File: src/verilog/ppm_pkg.sv
// Package for the parallel port pin multiplexer: encodings, widths and pin positions.
package ppm_pkg;

  // Bus multiplexing field encodings.
  localparam logic [1:0] MUX_DEMUX   = 2'h0;
  localparam logic [1:0] MUX_PARTIAL = 2'h1;
  localparam logic [1:0] MUX_FULL8   = 2'h2;
  localparam logic [1:0] MUX_FULL16  = 2'h3;

  // Operating mode encodings.
  localparam logic [1:0] MODE_SLAVE_LEGACY = 2'h0;
  localparam logic [1:0] MODE_SLAVE_BUF    = 2'h1;
  localparam logic [1:0] MODE_MASTER2      = 2'h2;
  localparam logic [1:0] MODE_MASTER1      = 2'h3;

  // Interrupt mode encoding for a request on every byte.
  localparam logic [1:0] IRQ_EVERY_BYTE = 2'h1;

  // Widths and pin positions.
  localparam int ADDR_W    = 16;
  localparam int DATA_W    = 16;
  localparam int BYTE_W    = 8;
  localparam int PIN_LATCH_LOW  = 0;
  localparam int PIN_LATCH_HIGH = 1;
  localparam int PIN_CS_ONE     = 14;
  localparam int PIN_CS_TWO     = 15;
  localparam int ADDR_LO_TOP    = 7;
  localparam int ADDR_MID_TOP   = 13;

  // Strobe width of the data phase in clock cycles.
  localparam logic [3:0] DATA_PHASE_CYCLES = 4'h1;

  // Reset values.
  localparam logic [15:0] RESET_ADDR_EN = 16'h0000;
  localparam logic [15:0] RESET_DATA    = 16'h0000;

  typedef enum logic [2:0] {
    PPM_IDLE,
    PPM_ADDR_LOW,
    PPM_ADDR_HIGH,
    PPM_DATA,
    PPM_DONE
  } ppm_state_t;

endpackage

File: src/verilog/ppm_phase_if.sv
// Interface carrying the bus phase decision between sequencer and pin mapper.
`timescale 1ns/1ps
interface ppm_phase_if;
  logic        phase_addr_low;
  logic        phase_addr_high;
  logic        phase_data;
  logic        phase_write;
  logic [15:0] addr;
  logic [15:0] wdata;

  modport seq (output phase_addr_low, output phase_addr_high, output phase_data,
               output phase_write, output addr, output wdata);
  modport pins (input phase_addr_low, input phase_addr_high, input phase_data,
                input phase_write, input addr, input wdata);
endinterface

File: src/verilog/ppm_pin_map.sv
// Pin ownership and output mapping for the parallel port.
`timescale 1ns/1ps
module ppm_pin_map
(
  // Configuration
  input  wire logic [1:0]  bus_mux_select,
  input  wire logic [1:0]  op_mode,
  input  wire logic        wide_data_select,
  input  wire logic [15:0] address_pin_enables,
  input  wire logic        cs_one_enable,
  input  wire logic        cs_two_enable,
  input  wire logic        cs_active_high,
  input  wire logic        module_on,
  // Phase
  ppm_phase_if.pins        ph,
  // Pins
  output logic [15:0]      addr_out,
  output logic [15:0]      addr_own,
  output logic [15:0]      data_out,
  output logic [15:0]      data_oe,
  output logic [15:0]      data_own
);

  logic master;
  logic slave;
  logic active;
  logic cs_level;

  assign master   = module_on && (op_mode == ppm_pkg::MODE_MASTER1 || op_mode == ppm_pkg::MODE_MASTER2);
  assign slave    = module_on && !master;
  assign active   = ph.phase_addr_low || ph.phase_addr_high || ph.phase_data;
  assign cs_level = cs_active_high ? active : !active;

  // ---------------------------------------------------------------
  // Address pins
  // ---------------------------------------------------------------
  always_comb
  begin
    addr_out = ph.addr;
    addr_own = master ? address_pin_enables : 16'h0000; // RL13
    if (bus_mux_select == ppm_pkg::MUX_PARTIAL)
    begin
      addr_own[ppm_pkg::ADDR_LO_TOP:1] = '0; // RL14
      addr_out[ppm_pkg::PIN_LATCH_LOW] = ph.phase_addr_low; // RL14 RL20
    end
    else if (bus_mux_select == ppm_pkg::MUX_FULL8 || bus_mux_select == ppm_pkg::MUX_FULL16)
    begin
      addr_own[ppm_pkg::ADDR_MID_TOP:2] = '0; // RL15
      addr_out[ppm_pkg::PIN_LATCH_LOW]  = ph.phase_addr_low; // RL15 RL20
      addr_out[ppm_pkg::PIN_LATCH_HIGH] = (bus_mux_select == ppm_pkg::MUX_FULL8) ?
                                          ph.phase_addr_high : ph.phase_addr_low; // RL15 RL20
    end
    if (cs_one_enable)
      addr_out[ppm_pkg::PIN_CS_ONE] = cs_level; // RL18
    if (cs_two_enable)
      addr_out[ppm_pkg::PIN_CS_TWO] = cs_level; // RL18
    if (slave)
      addr_own[ppm_pkg::PIN_CS_ONE] = 1'b0; // RL16 chip select becomes an input
  end

  // ---------------------------------------------------------------
  // Data pins
  // ---------------------------------------------------------------
  always_comb
  begin
    data_own = '0;
    data_out = ph.wdata;
    data_oe  = '0;
    if (slave)
      data_own[7:0] = 8'hff; // RL16 RL17
    else if (master)
    begin
      data_own[7:0] = 8'hff;
      if (wide_data_select || bus_mux_select == ppm_pkg::MUX_FULL16)
        data_own[15:8] = 8'hff; // RL6
    end
    if (master && ph.phase_addr_low)
    begin
      if (bus_mux_select == ppm_pkg::MUX_FULL16)
        data_out = ph.addr; // RL5
      else
        data_out = {ph.wdata[15:8], ph.addr[7:0]}; // RL3 RL4
      data_oe = data_own;
    end
    else if (master && ph.phase_addr_high)
    begin
      data_out = {ph.wdata[15:8], 2'h0, ph.addr[13:8]}; // RL4
      if (!cs_one_enable)
        data_out[6] = ph.addr[14];
      data_oe = data_own;
    end
    else if (master && ph.phase_data && ph.phase_write)
      data_oe = data_own; // RL2
  end

endmodule // ppm_pin_map

File: src/verilog/ppm_top.sv
// Parallel port bus sequencer: mode decode, address phases, DMA pairing and pin ownership.
`timescale 1ns/1ps
// Operation
// RL1 - Watchdog reset restores all registers
// RL2 - Mux 00: separate address and data
// RL3 - Partial mux: low address, then data
// RL4 - Mux 10: low, high address, then data
// RL5 - Mux 11: whole address at once
// RL6 - Narrow width: only data lines 7..0 (mux 11 still owns and drives data lines 15..8)
// RL7 - Mode 10 is master with read/write strobes
// RL8 - Mode 11 uses rw line plus enable
// RL9 - Mode 00 is legacy eight-bit slave
// RL10 - Master DMA accesses become port transfers
// RL11 - Irq mode 01 requests every byte
// RL12 - No DMA in any slave mode
// RL13 - Master drives only enabled address pins
// RL14 - Partial mux: pin 0 latches low
// RL15 - Full mux: pins 0,1 become latches
// RL16 - Slave mode takes cs, strobes, data
// RL17 - Slave uses low data byte only
// RL18 - Chip selects share address lines 15,14
// RL19 - Master sets flag per completed transfer
// RL20 - Latch strobe high only during address
module ppm_top
(
  // Clock and resets
  input  wire logic        sys_clk,
  input  wire logic        reset,
  input  wire logic        watchdog_reset,
  // Configuration
  input  wire logic        module_on,
  input  wire logic [1:0]  bus_mux_select,
  input  wire logic [1:0]  op_mode,
  input  wire logic        wide_data_select,
  input  wire logic [1:0]  irq_mode_select,
  input  wire logic [15:0] address_pin_enables,
  input  wire logic        cs_one_enable,
  input  wire logic        cs_two_enable,
  input  wire logic        ctl_active_high,
  // Transfer requests
  input  wire logic        req_valid,
  input  wire logic        req_write,
  input  wire logic [15:0] req_addr,
  input  wire logic [15:0] req_wdata,
  output logic             req_ready,
  // DMA port on the data input register
  input  wire logic        dma_valid,
  input  wire logic        dma_write,
  input  wire logic [15:0] dma_wdata,
  output logic             dma_ready,
  // Status
  output logic [15:0]      data_input_register,
  output logic             port_irq_flag,
  input  wire logic        irq_flag_clear,
  output logic             busy,
  // Address pins
  output logic [15:0]      port_address_lines,
  output logic [15:0]      port_address_own,
  // Data pins
  input  wire logic [15:0] port_data_in,
  output logic [15:0]      port_data_lines,
  output logic [15:0]      port_data_oe,
  output logic [15:0]      port_data_own,
  // Strobes
  output logic             read_strobe_pin,
  output logic             write_strobe_pin,
  output logic             strobe_pins_own,
  input  wire logic        slave_cs_in,
  input  wire logic        slave_rd_in,
  input  wire logic        slave_wr_in
);

  // ---------------------------------------------------------------
  // Mode decode
  // ---------------------------------------------------------------
  ppm_pkg::ppm_state_t state_reg;
  ppm_pkg::ppm_state_t state_next;
  logic        rst_all;
  logic        is_master;
  logic        is_slave;
  logic        start_cpu;
  logic        start_dma;
  logic        write_reg;
  logic [15:0] addr_reg;
  logic [15:0] wdata_reg;
  logic [3:0]  data_cnt_reg;
  logic        from_dma_reg;
  logic        strobe_act;
  logic        slv_rd_d_reg;
  logic        slv_wr_d_reg;
  logic        slave_edge;
  logic        byte_event;

  assign rst_all   = reset || watchdog_reset; // RL1
  assign is_master = module_on && (op_mode == ppm_pkg::MODE_MASTER1 || op_mode == ppm_pkg::MODE_MASTER2);
  assign is_slave  = module_on && !is_master;

  // DMA has priority over the processor request since it is paced by the byte interrupt.
  assign dma_ready = is_master && state_reg == ppm_pkg::PPM_IDLE; // RL10 RL12
  assign req_ready = is_master && state_reg == ppm_pkg::PPM_IDLE && !dma_valid;
  assign start_dma = dma_valid && dma_ready; // RL10
  assign start_cpu = req_valid && req_ready;
  assign busy      = state_reg != ppm_pkg::PPM_IDLE;

  // ---------------------------------------------------------------
  // Transfer sequencer
  // ---------------------------------------------------------------
  always_comb
  begin
    state_next = state_reg;
    case (state_reg)
      ppm_pkg::PPM_IDLE:
        if (start_dma || start_cpu)
          state_next = (bus_mux_select == ppm_pkg::MUX_DEMUX) ? ppm_pkg::PPM_DATA
                                                               : ppm_pkg::PPM_ADDR_LOW; // RL2 RL3 RL5
      ppm_pkg::PPM_ADDR_LOW:
        state_next = (bus_mux_select == ppm_pkg::MUX_FULL8) ? ppm_pkg::PPM_ADDR_HIGH
                                                             : ppm_pkg::PPM_DATA; // RL4
      ppm_pkg::PPM_ADDR_HIGH:
        state_next = ppm_pkg::PPM_DATA;
      ppm_pkg::PPM_DATA:
        if (data_cnt_reg == ppm_pkg::DATA_PHASE_CYCLES - 4'h1)
          state_next = ppm_pkg::PPM_DONE;
      ppm_pkg::PPM_DONE:
        state_next = ppm_pkg::PPM_IDLE;
      default:
        state_next = ppm_pkg::PPM_IDLE;
    endcase
    if (!is_master)
      state_next = ppm_pkg::PPM_IDLE;
  end

  always_ff @(posedge sys_clk)
  begin
    if (rst_all)
      state_reg <= ppm_pkg::PPM_IDLE; // RL1
    else
      state_reg <= state_next;
  end

  always_ff @(posedge sys_clk)
  begin
    if (rst_all)
      data_cnt_reg <= 4'h0;
    else if (state_reg == ppm_pkg::PPM_DATA)
      data_cnt_reg <= data_cnt_reg + 4'h1;
    else
      data_cnt_reg <= 4'h0;
  end

  always_ff @(posedge sys_clk)
  begin
    if (rst_all)
    begin
      addr_reg     <= ppm_pkg::RESET_ADDR_EN;
      wdata_reg    <= ppm_pkg::RESET_DATA;
      write_reg    <= 1'b0;
      from_dma_reg <= 1'b0;
    end
    else if (start_dma)
    begin
      wdata_reg    <= dma_wdata;
      write_reg    <= dma_write;
      from_dma_reg <= 1'b1;
    end
    else if (start_cpu)
    begin
      addr_reg     <= req_addr;
      wdata_reg    <= req_wdata;
      write_reg    <= req_write;
      from_dma_reg <= 1'b0;
    end
  end

  // Read data is captured at the end of the data phase.
  always_ff @(posedge sys_clk)
  begin
    if (rst_all)
      data_input_register <= ppm_pkg::RESET_DATA;
    else if (state_reg == ppm_pkg::PPM_DATA && !write_reg && state_next == ppm_pkg::PPM_DONE)
      data_input_register <= (wide_data_select && is_master) ? port_data_in
                                                              : {8'h00, port_data_in[7:0]}; // RL6
    else if (is_slave && slv_wr_d_reg == 1'b0 && slave_wr_in && slave_cs_in)
      data_input_register <= {8'h00, port_data_in[7:0]}; // RL17
  end

  // ---------------------------------------------------------------
  // Strobes
  // ---------------------------------------------------------------
  // Master mode 2 drives separate read and write strobes. Master mode 1 drives a
  // read/write level on the first pin and an enable strobe on the second.
  always_comb
  begin
    strobe_act = 1'b0;
    if (state_reg == ppm_pkg::PPM_DATA)
      strobe_act = 1'b1;
    read_strobe_pin  = 1'b0;
    write_strobe_pin = 1'b0;
    if (op_mode == ppm_pkg::MODE_MASTER2)
    begin
      read_strobe_pin  = strobe_act && !write_reg; // RL7
      write_strobe_pin = strobe_act && write_reg; // RL7
    end
    else if (op_mode == ppm_pkg::MODE_MASTER1)
    begin
      read_strobe_pin  = busy && !write_reg; // RL8
      write_strobe_pin = strobe_act; // RL8 enable strobe
    end
    if (!ctl_active_high)
    begin
      read_strobe_pin  = !read_strobe_pin; // RL8
      write_strobe_pin = !write_strobe_pin;
    end
    if (!is_master)
    begin
      read_strobe_pin  = 1'b0;
      write_strobe_pin = 1'b0;
    end
  end

  assign strobe_pins_own = is_master;

  // ---------------------------------------------------------------
  // Slave side and interrupt flag
  // ---------------------------------------------------------------
  always_ff @(posedge sys_clk)
  begin
    if (rst_all)
    begin
      slv_rd_d_reg <= 1'b0;
      slv_wr_d_reg <= 1'b0;
    end
    else
    begin
      slv_rd_d_reg <= slave_rd_in;
      slv_wr_d_reg <= slave_wr_in;
    end
  end

  assign slave_edge = is_slave && slave_cs_in &&
                      ((slave_rd_in && !slv_rd_d_reg) || (slave_wr_in && !slv_wr_d_reg)); // RL9
  assign byte_event = (state_reg == ppm_pkg::PPM_DONE) || slave_edge; // RL19

  // A new byte event in the clearing cycle wins, so no transfer is lost.
  always_ff @(posedge sys_clk)
  begin
    if (rst_all)
      port_irq_flag <= 1'b0;
    else if (byte_event && irq_mode_select == ppm_pkg::IRQ_EVERY_BYTE)
      port_irq_flag <= 1'b1; // RL11 RL19
    else if (irq_flag_clear)
      port_irq_flag <= 1'b0;
  end

  // ---------------------------------------------------------------
  // Pin mapping
  // ---------------------------------------------------------------
  ppm_phase_if ph ();

  assign ph.phase_addr_low  = state_reg == ppm_pkg::PPM_ADDR_LOW;
  assign ph.phase_addr_high = state_reg == ppm_pkg::PPM_ADDR_HIGH;
  assign ph.phase_data      = state_reg == ppm_pkg::PPM_DATA;
  assign ph.phase_write     = write_reg;
  assign ph.addr            = addr_reg;
  assign ph.wdata           = wdata_reg;

  ppm_pin_map u_pin_map
  (
    .bus_mux_select      (bus_mux_select),
    .op_mode             (op_mode),
    .wide_data_select    (wide_data_select),
    .address_pin_enables (address_pin_enables),
    .cs_one_enable       (cs_one_enable),
    .cs_two_enable       (cs_two_enable),
    .cs_active_high      (ctl_active_high),
    .module_on           (module_on),
    .ph                  (ph),
    .addr_out            (port_address_lines),
    .addr_own            (port_address_own),
    .data_out            (port_data_lines),
    .data_oe             (port_data_oe),
    .data_own            (port_data_own)
  );

  // ---------------------------------------------------------------
  // Checks
  // ---------------------------------------------------------------
  a_demux_no_addr: assert property (@(posedge sys_clk) disable iff (rst_all) // RL2
    (state_reg == ppm_pkg::PPM_IDLE && (start_cpu || start_dma) && bus_mux_select == ppm_pkg::MUX_DEMUX)
      |=> state_reg == ppm_pkg::PPM_DATA)
    else $error("demux transfer took an address phase");
  a_partial_one_cycle: assert property (@(posedge sys_clk) disable iff (rst_all) // RL3
    (state_reg == ppm_pkg::PPM_ADDR_LOW && bus_mux_select == ppm_pkg::MUX_PARTIAL && is_master)
      |-> port_data_lines[7:0] == addr_reg[7:0] ##1 state_reg == ppm_pkg::PPM_DATA)
    else $error("partial mux address phase wrong");
  a_full8_two_cycles: assert property (@(posedge sys_clk) disable iff (rst_all) // RL4
    (state_reg == ppm_pkg::PPM_ADDR_LOW && bus_mux_select == ppm_pkg::MUX_FULL8 && is_master)
      |=> state_reg == ppm_pkg::PPM_ADDR_HIGH ##1 state_reg == ppm_pkg::PPM_DATA)
    else $error("full 8-bit mux must take two address cycles");
  a_full16_addr: assert property (@(posedge sys_clk) disable iff (rst_all) // RL5
    (state_reg == ppm_pkg::PPM_ADDR_LOW && bus_mux_select == ppm_pkg::MUX_FULL16)
      |-> port_data_lines == addr_reg)
    else $error("full 16-bit mux address not on data bus");
  a_narrow_upper: assert property (@(posedge sys_clk) disable iff (rst_all) // RL6
    (!wide_data_select && bus_mux_select != ppm_pkg::MUX_FULL16) |-> port_data_own[15:8] == 8'h00)
    else $error("upper data byte owned in narrow mode");
  a_slave_no_dma: assert property (@(posedge sys_clk) disable iff (rst_all) // RL12
    is_slave |-> !dma_ready && state_reg == ppm_pkg::PPM_IDLE)
    else $error("dma accepted in slave mode");
  a_pin_enable: assert property (@(posedge sys_clk) disable iff (rst_all) // RL13
    (is_master && bus_mux_select == ppm_pkg::MUX_DEMUX) |-> port_address_own == address_pin_enables)
    else $error("address pin driven without enable");
  a_irq_per_byte: assert property (@(posedge sys_clk) disable iff (rst_all) // RL11
    (state_reg == ppm_pkg::PPM_DONE && irq_mode_select == ppm_pkg::IRQ_EVERY_BYTE) |=> port_irq_flag)
    else $error("byte event did not raise flag");
  a_slave_pins: assert property (@(posedge sys_clk) disable iff (rst_all) // RL16
    is_slave |-> port_data_own[7:0] == 8'hff && port_data_own[15:8] == 8'h00 && !port_address_own[14])
    else $error("slave pin ownership wrong");
  a_latch_low_data: assert property (@(posedge sys_clk) disable iff (rst_all) // RL20
    (state_reg == ppm_pkg::PPM_DATA && bus_mux_select != ppm_pkg::MUX_DEMUX) |-> !port_address_lines[0])
    else $error("latch strobe held into data phase");

  c_dma_xfer: cover property (@(posedge sys_clk) start_dma ##[1:4] state_reg == ppm_pkg::PPM_DONE);
  c_full8: cover property (@(posedge sys_clk) state_reg == ppm_pkg::PPM_ADDR_HIGH);
  c_slave_edge: cover property (@(posedge sys_clk) slave_edge);

endmodule // ppm_top
File: config.mk
export PLATFORM = sky130hd
export DESIGN_NAME = ppm_top
export DESIGN_NICKNAME = d
export VERILOG_FILES = /design/src/verilog/ppm_pkg.sv /design/src/verilog/ppm_phase_if.sv /design/src/verilog/ppm_pin_map.sv /design/src/verilog/ppm_top.sv
export SDC_FILE = /design/constraint.sdc
export NUM_CORES = 1
export LEC_CHECK = 0
export BUFFER_PORTS_ARGS = -buffer_cell sky130_fd_sc_hd__buf_4
export CAP_MARGIN = 20
export CORE_MARGIN = 3
export CORE_UTILIZATION = 43
export DETAILED_ROUTE_END_ITERATION = 12
export GPL_TIMING_DRIVEN = 0
export MAX_ROUTING_LAYER = met4
export PLACE_DENSITY = 0.92
export REMOVE_ABC_BUFFERS = 1
export SLEW_MARGIN = 20
export SYNTH_ARGS = -nofsm -noshare
export SYNTH_HDL_FRONTEND = slang
export SYNTH_SLANG_ARGS = --single-unit
File: constraint.sdc
create_clock -name sys_clk -period 2.95 [get_ports sys_clk]
set_input_delay 0.59 -clock sys_clk [delete_from_list [all_inputs] [get_ports sys_clk]]
set_output_delay 0.59 -clock sys_clk [all_outputs]
set_load 0.02 [all_outputs]
-- Yosys cells after proc, flatten, opt, wreduce, memory -nomap -nowiden
Index checks and enable logic that the tools add are counted.
- word-level logic and storage cells: 122
- output and inout bits: 103
- register bits: 59
- input port bits: 102
- add/subtract/negate cells: 1
- reduce and logical (&&, ||, !) cells: 50
- mux-type cells: 48
- eq/ne operators: 11
- bitwise gates (word level): 3
- operator list (operator ; count):
    two-way mux 16 bit ; 12
    two-way mux 8 bit ; 4
    logical AND 1 bit ; 24
    two-way mux 1 bit ; 23
    two-way mux 12 bit ; 1
    two-way mux 6 bit ; 2
    one-hot mux 3 bit (4 select lines) ; 1
    logical OR 1 bit ; 9
    two-way mux 3 bit ; 3
    equality test 2 bit, second input constant ; 4
    zero test 1 bit ; 8
    equality test 3 x 2 -> 1 bit, second input constant ; 2
    equality test 3 bit, second input constant ; 2
    nonzero test 2 bit ; 3
    adder 4 x 1 -> 4 bit, second input constant ; 1
    equality test 2 x 1 -> 1 bit, second input constant ; 2
    zero test 4 bit ; 1
    two-way mux 2 bit ; 2
    equality test 3 x 1 -> 1 bit, second input constant ; 1
    zero test 3 bit ; 1
    inverter 1 bit ; 3
    nonzero test 3 bit ; 1
    zero test 2 bit ; 1
    AND reduction 2 bit ; 1
    OR reduction 2 bit ; 1

-- Longest topological paths before layout
- depth after elaboration: 13
- mapped depth: 7

-- By module
A second synthesis with hierarchy kept.
- cell total of the unflattened synthesis: 424
- area, all modules: 3407.0 µm²
- modules (own cells, without submodules) (module ; times used ; cells each ; area each (µm²)):
    ppm_top ; 1 ; 297 ; 2514.9
    ppm_pin_map ; 1 ; 127 ; 892.1

-- Worst setup path before layout
Ideal clock, no wire load.
- path type: in2out
- from: in op_mode[1]
- to: out port_data_oe[10]
- cell stages on the path: 5
- data required time: 2360 ps
- arrival time: 2522 ps
- setup slack: -162 ps
- buffers on the path: 2
- cells stage by stage: and3b_1 buf_4 o21ai_0 nor4_1 buf_4
- longest elaborated chain between the ends: 9
- elaborated cells between the ends (all ways): 15
- RTL lines (element ; line ; RTL):
    start: declaration ; ppm_top.sv:33 ; input wire logic [1:0] op_mode,
    equality test 2 bit ; ppm_pin_map.sv:29 ; assign master = module_on && (op_mode == ppm_pkg::MODE_MASTER1 || op_mode == ppm_pkg::MODE_MASTER2);
    logical OR 1 bit (*) ; ppm_pin_map.sv:29 ;
    logical AND 1 bit (*) ; ppm_pin_map.sv:29 ;
    zero test 1 bit ; ppm_pin_map.sv:30 ; assign slave = module_on && !master;
    logical AND 1 bit ; ppm_pin_map.sv:30 ;
    two-way mux 8 bit ; ppm_pin_map.sv:69 ; if (slave)
    two-way mux 16 bit ; ppm_pin_map.sv:92 ; else if (master && ph.phase_data && ph.phase_write)
    two-way mux 16 bit ; ppm_pin_map.sv:85 ; else if (master && ph.phase_addr_high)
    two-way mux 16 bit (*) ; ppm_pin_map.sv:77 ; if (master && ph.phase_addr_low)
    end: declaration ; ppm_top.sv:62 ; output logic [15:0] port_data_oe,
Mark *: on every way between the ends. The rest lies on a longest branch, timed or not.

-- Worst setup path after layout
- from: reg state_reg[2]
- to: out port_data_lines[8]
- longest elaborated chain between the ends: 3
- RTL lines (element ; line ; RTL):
    start: declaration ; ppm_top.sv:76 ; ppm_pkg::ppm_state_t state_reg;
    start signal: assignment ; ppm_top.sv:136 ; state_reg <= ppm_pkg::PPM_IDLE;
    start signal: assignment ; ppm_top.sv:138 ; state_reg <= state_next;
    equality test 3 x 1 -> 1 bit ; ppm_top.sv:260 ; assign ph.phase_addr_low = state_reg == ppm_pkg::PPM_ADDR_LOW;
    logical AND 1 bit ; ppm_pin_map.sv:77 ;
    two-way mux 16 bit ; ppm_pin_map.sv:77 ;
    end: declaration ; ppm_top.sv:61 ; output logic [15:0] port_data_lines,
Every way passes these cells.

==> summary.txt <==
Synthesis
  – Commonest cells in the netlist: 61 x nand2_1, 59 x dfxtp_1, 44 x buf_4
  – Synth Cell Area: 3320 sq um
  – Most numerous cell in the Yosys netlist: nand2_1
  – Sequential element share of the synthesized area: 35.6%
  – FFs w/ async S/R, synth: 0%
  – Avg Cell Area, Syn: 8.32 sq um
  – Area contributors post-synth: dfxtp_1 36%, buf_4 10%, nand2_1 6.9%
  – Synth Warn #: 0
  – Number of synthesized flops with an enable pin: 0
  – Post-synth top area share: 35.6%
  – Flops & latches, synth: 59
  – Yosys top cell by area: dfxtp_1
  – Gate count after technology mapping: 399
  – Cell variety after synth: 46
  – Top FF cell, synth: dfxtp_1

Timing
  – Final hold vios: 0
  – Minimum clock period after layout: 2840 ps
  – Fin crit share: 96.2%
  – Fin. max-slew vios: 0
  – Least-Margin Pin Slew: 1020 ps
  – Final setup viols: 0
  – Worst Slack Setup Final: 112 ps
  – Max Clock Skew: 4.77 ps
  – Max Freq: 352 MHz
  – RSZ-0062 raised after global routing: no
  – Setup TNS: 0 ps
  – Max_slew headroom: 31.8%

Detailed routing
  – Final ANT Viol Nets: 0
  – DR WL/cell: 16.2 um
  – Routed vias: 3,482
  – Via density: 5.31
  – Initial DRC count: 130
  – Detailed-router iteration count before antenna repair: 4
  – Drt drc: 0
  – Total Wirelength: 10,600 um

Worst setup path
  – Crit end category: output port
  – Worst-path fanout max: 12
  – Data arrival, critical path: 2250 ps
  – Cells on worst reg2reg path: 4
  – Reg2reg end: data_input_register[13]
  – RR Startpoint: state_reg[1]
  – Worst setup SP type: flip-flop
  – Reg-to-reg slack, setup: 770 ps
  – CP required: 2360 ps
  – Critical path's largest stage delay: 540 ps
  – Setup CP Type: flip-flop to output port
  – Slowest CP cell: nor3_4
  – Critical-path cell list: nand3b_1 > nor3_4 > mux2_2 > buf_4

Layout
  – Total Nets Final: 656
  – Antenna Cells: 0
  – Share of layout cells above drive strength 1: 45.4%
  – Final Core Density: 65.0%
  – P&R area growth vs syn: 44.5%

Global route
  – Remaining Overflow, GRT: 0
  – Global-route wire length before repair: 15,600 um
  – Largest net degree at the start of global routing: 37
  – Number of global-route vias before repair: 3,318
  – GRT Total Usage: 23.0%
  – Initial antenna violation count: 0

Pwr
  – Worst-case vdd ir drop: 272 uV
  – Pwr dens: 413 nW/um^2
  – Leak pwr: 2.21 nW

Worst hold path
  – Hold crit path type: primary input to flip-flop
  – Hold Path Stages: 2
  – WHS Endpoint: data_input_register[12]
  – Hold Path Origin: port_data_in[12]

Place
  – Pre-CTS WS: -389 ps
  – # port buffers: 204
  – RePlAce Congestion: 0.847
  – Post-DP HPWL: 8160 um

Clocking
  – CTS H-tree depth: 3
  – Root Buffer Master: clkbuf_8
  – Clock-pin slew on the worst setup and hold paths: 70 ps
  – Post-CTS Setup Inserts: 0
  – Hold_buf cts: 0
  – Clk sinks: 59
  – Worst skew pair latency: 340 ps
  – Clock tree buffer depth: 2
  – CTS buffer count: 9
  – CTS tree: done

Floorplanning
  – Placeable Area: 7370 sq um
  – Die Span X: 93.8 um
  – Starting Density: 45.0%
  – Die ar.: 8810 sq um
  – IO Pins: 205
  – DIE HEIGHT: 93.8 um
  – # rows: 31

Run status
  – Run status: completed

Run
  – Max Cap Viol: 0
-- per-stage QoR --
stage	power, W	std cells	cell area [sq um]	hold slack [ps]
final	0.00198	656	4790	459
after global routing	0.00204	656	4790	454
after CTS	0.00199	656	4790	449
after detailed placement	0.00117	640	4550	460
after global placement	0.00116	639	4540	439
after floorplan	0.000966	336	2880	430
-- what timing repair did --
item	in CTS	in global routing
endpoints found under the setup margin	16	8
pin swaps	0	1
endpoints found under the hold margin	0	0
gates resized for setup	3	0
-- worst max-delay path by stage --
stage | endpoint | slack, ps | from | depth (start not counted)
6_report | port_data_lines[8] | 110 | state_reg[2] | 4
3_5_place_dp | port_data_oe[15] | -390 | module_on | 5
3_3_place_gp | port_data_oe[8] | -270 | module_on | 5
4_1_cts | port_data_oe[15] | 70 | state_reg[2] | 4
5_1_grt | port_data_lines[14] | 10 | state_reg[2] | 4
2_1_floorplan | port_data_oe[10] | -3280 | op_mode[1] | 3
-- cell usage in the layout, fill, tap and decap left out, types with 9 or more instances in the layout --
| cell type | instances |
|---|---|
| a211oi_2 | 9 |
| a21oi_1 | 28 |
| and3_1 | 10 |
| buf_4 | 204 |
| clkbuf_8 | 10 |
| dfxtp_1 | 58 |
| inv_1 | 11 |
| mux2_2 | 11 |
| mux2i_1 | 9 |
| nand2_1 | 61 |
| nor2_1 | 36 |
| o22ai_1 | 30 |
-- metal layers --
metal / up-vias / routed length, um / global-route usage (%)
met3: 29 / 737 / 3.93
met4: 0 / 299 / 9.87
met5: - / 0 / -
li1: 1663 / - / -
met2: 171 / 5400 / 41.0
met1: 1619 / 4180 / 25.1
-- critical path, delay by kind of cell, from the launching register on --
family,cells,cell delay (ps)
DFF,1,420
buffers and inverters,1,160
muxes,1,400
and+or+nand+nor,2,930
-- power breakdown --
part	total (W)	switching (W)	internal, W
clock network	0.000832	0.000333	0.000498
logic	0.000333	0.000168	0.000165
registers	0.000817	0.00000909	0.000808
total	0.00198	0.000510	0.00147
-- area by class of cell --
cell class                 count  area (sq um)
fill                         612          2580
multi-input combinational    266          1680
timing repair buffer         205          1540
sequential                    59          1180
clock buffer                  10           138
tap                           99           124
clock inverter                 6          88.8
inverter                      11          41.3
-- kinds of logic (layout without fill, tap and decap cells) --
group	count (synthesis)	count (layout)	share of synthesized area (%)
AO/OA/AOI/OAI	98	98	21.1
AND/OR/NAND/NOR	142	142	20.7
XOR/XNOR	4	4	1.06
adder cells (fa/ha/maj)	2	2	0.754
multiplexers	20	20	6.45
flip-flops	59	59	35.6
buffers and inverters	74	232	14.4
(Power assumes the default switching activity.)
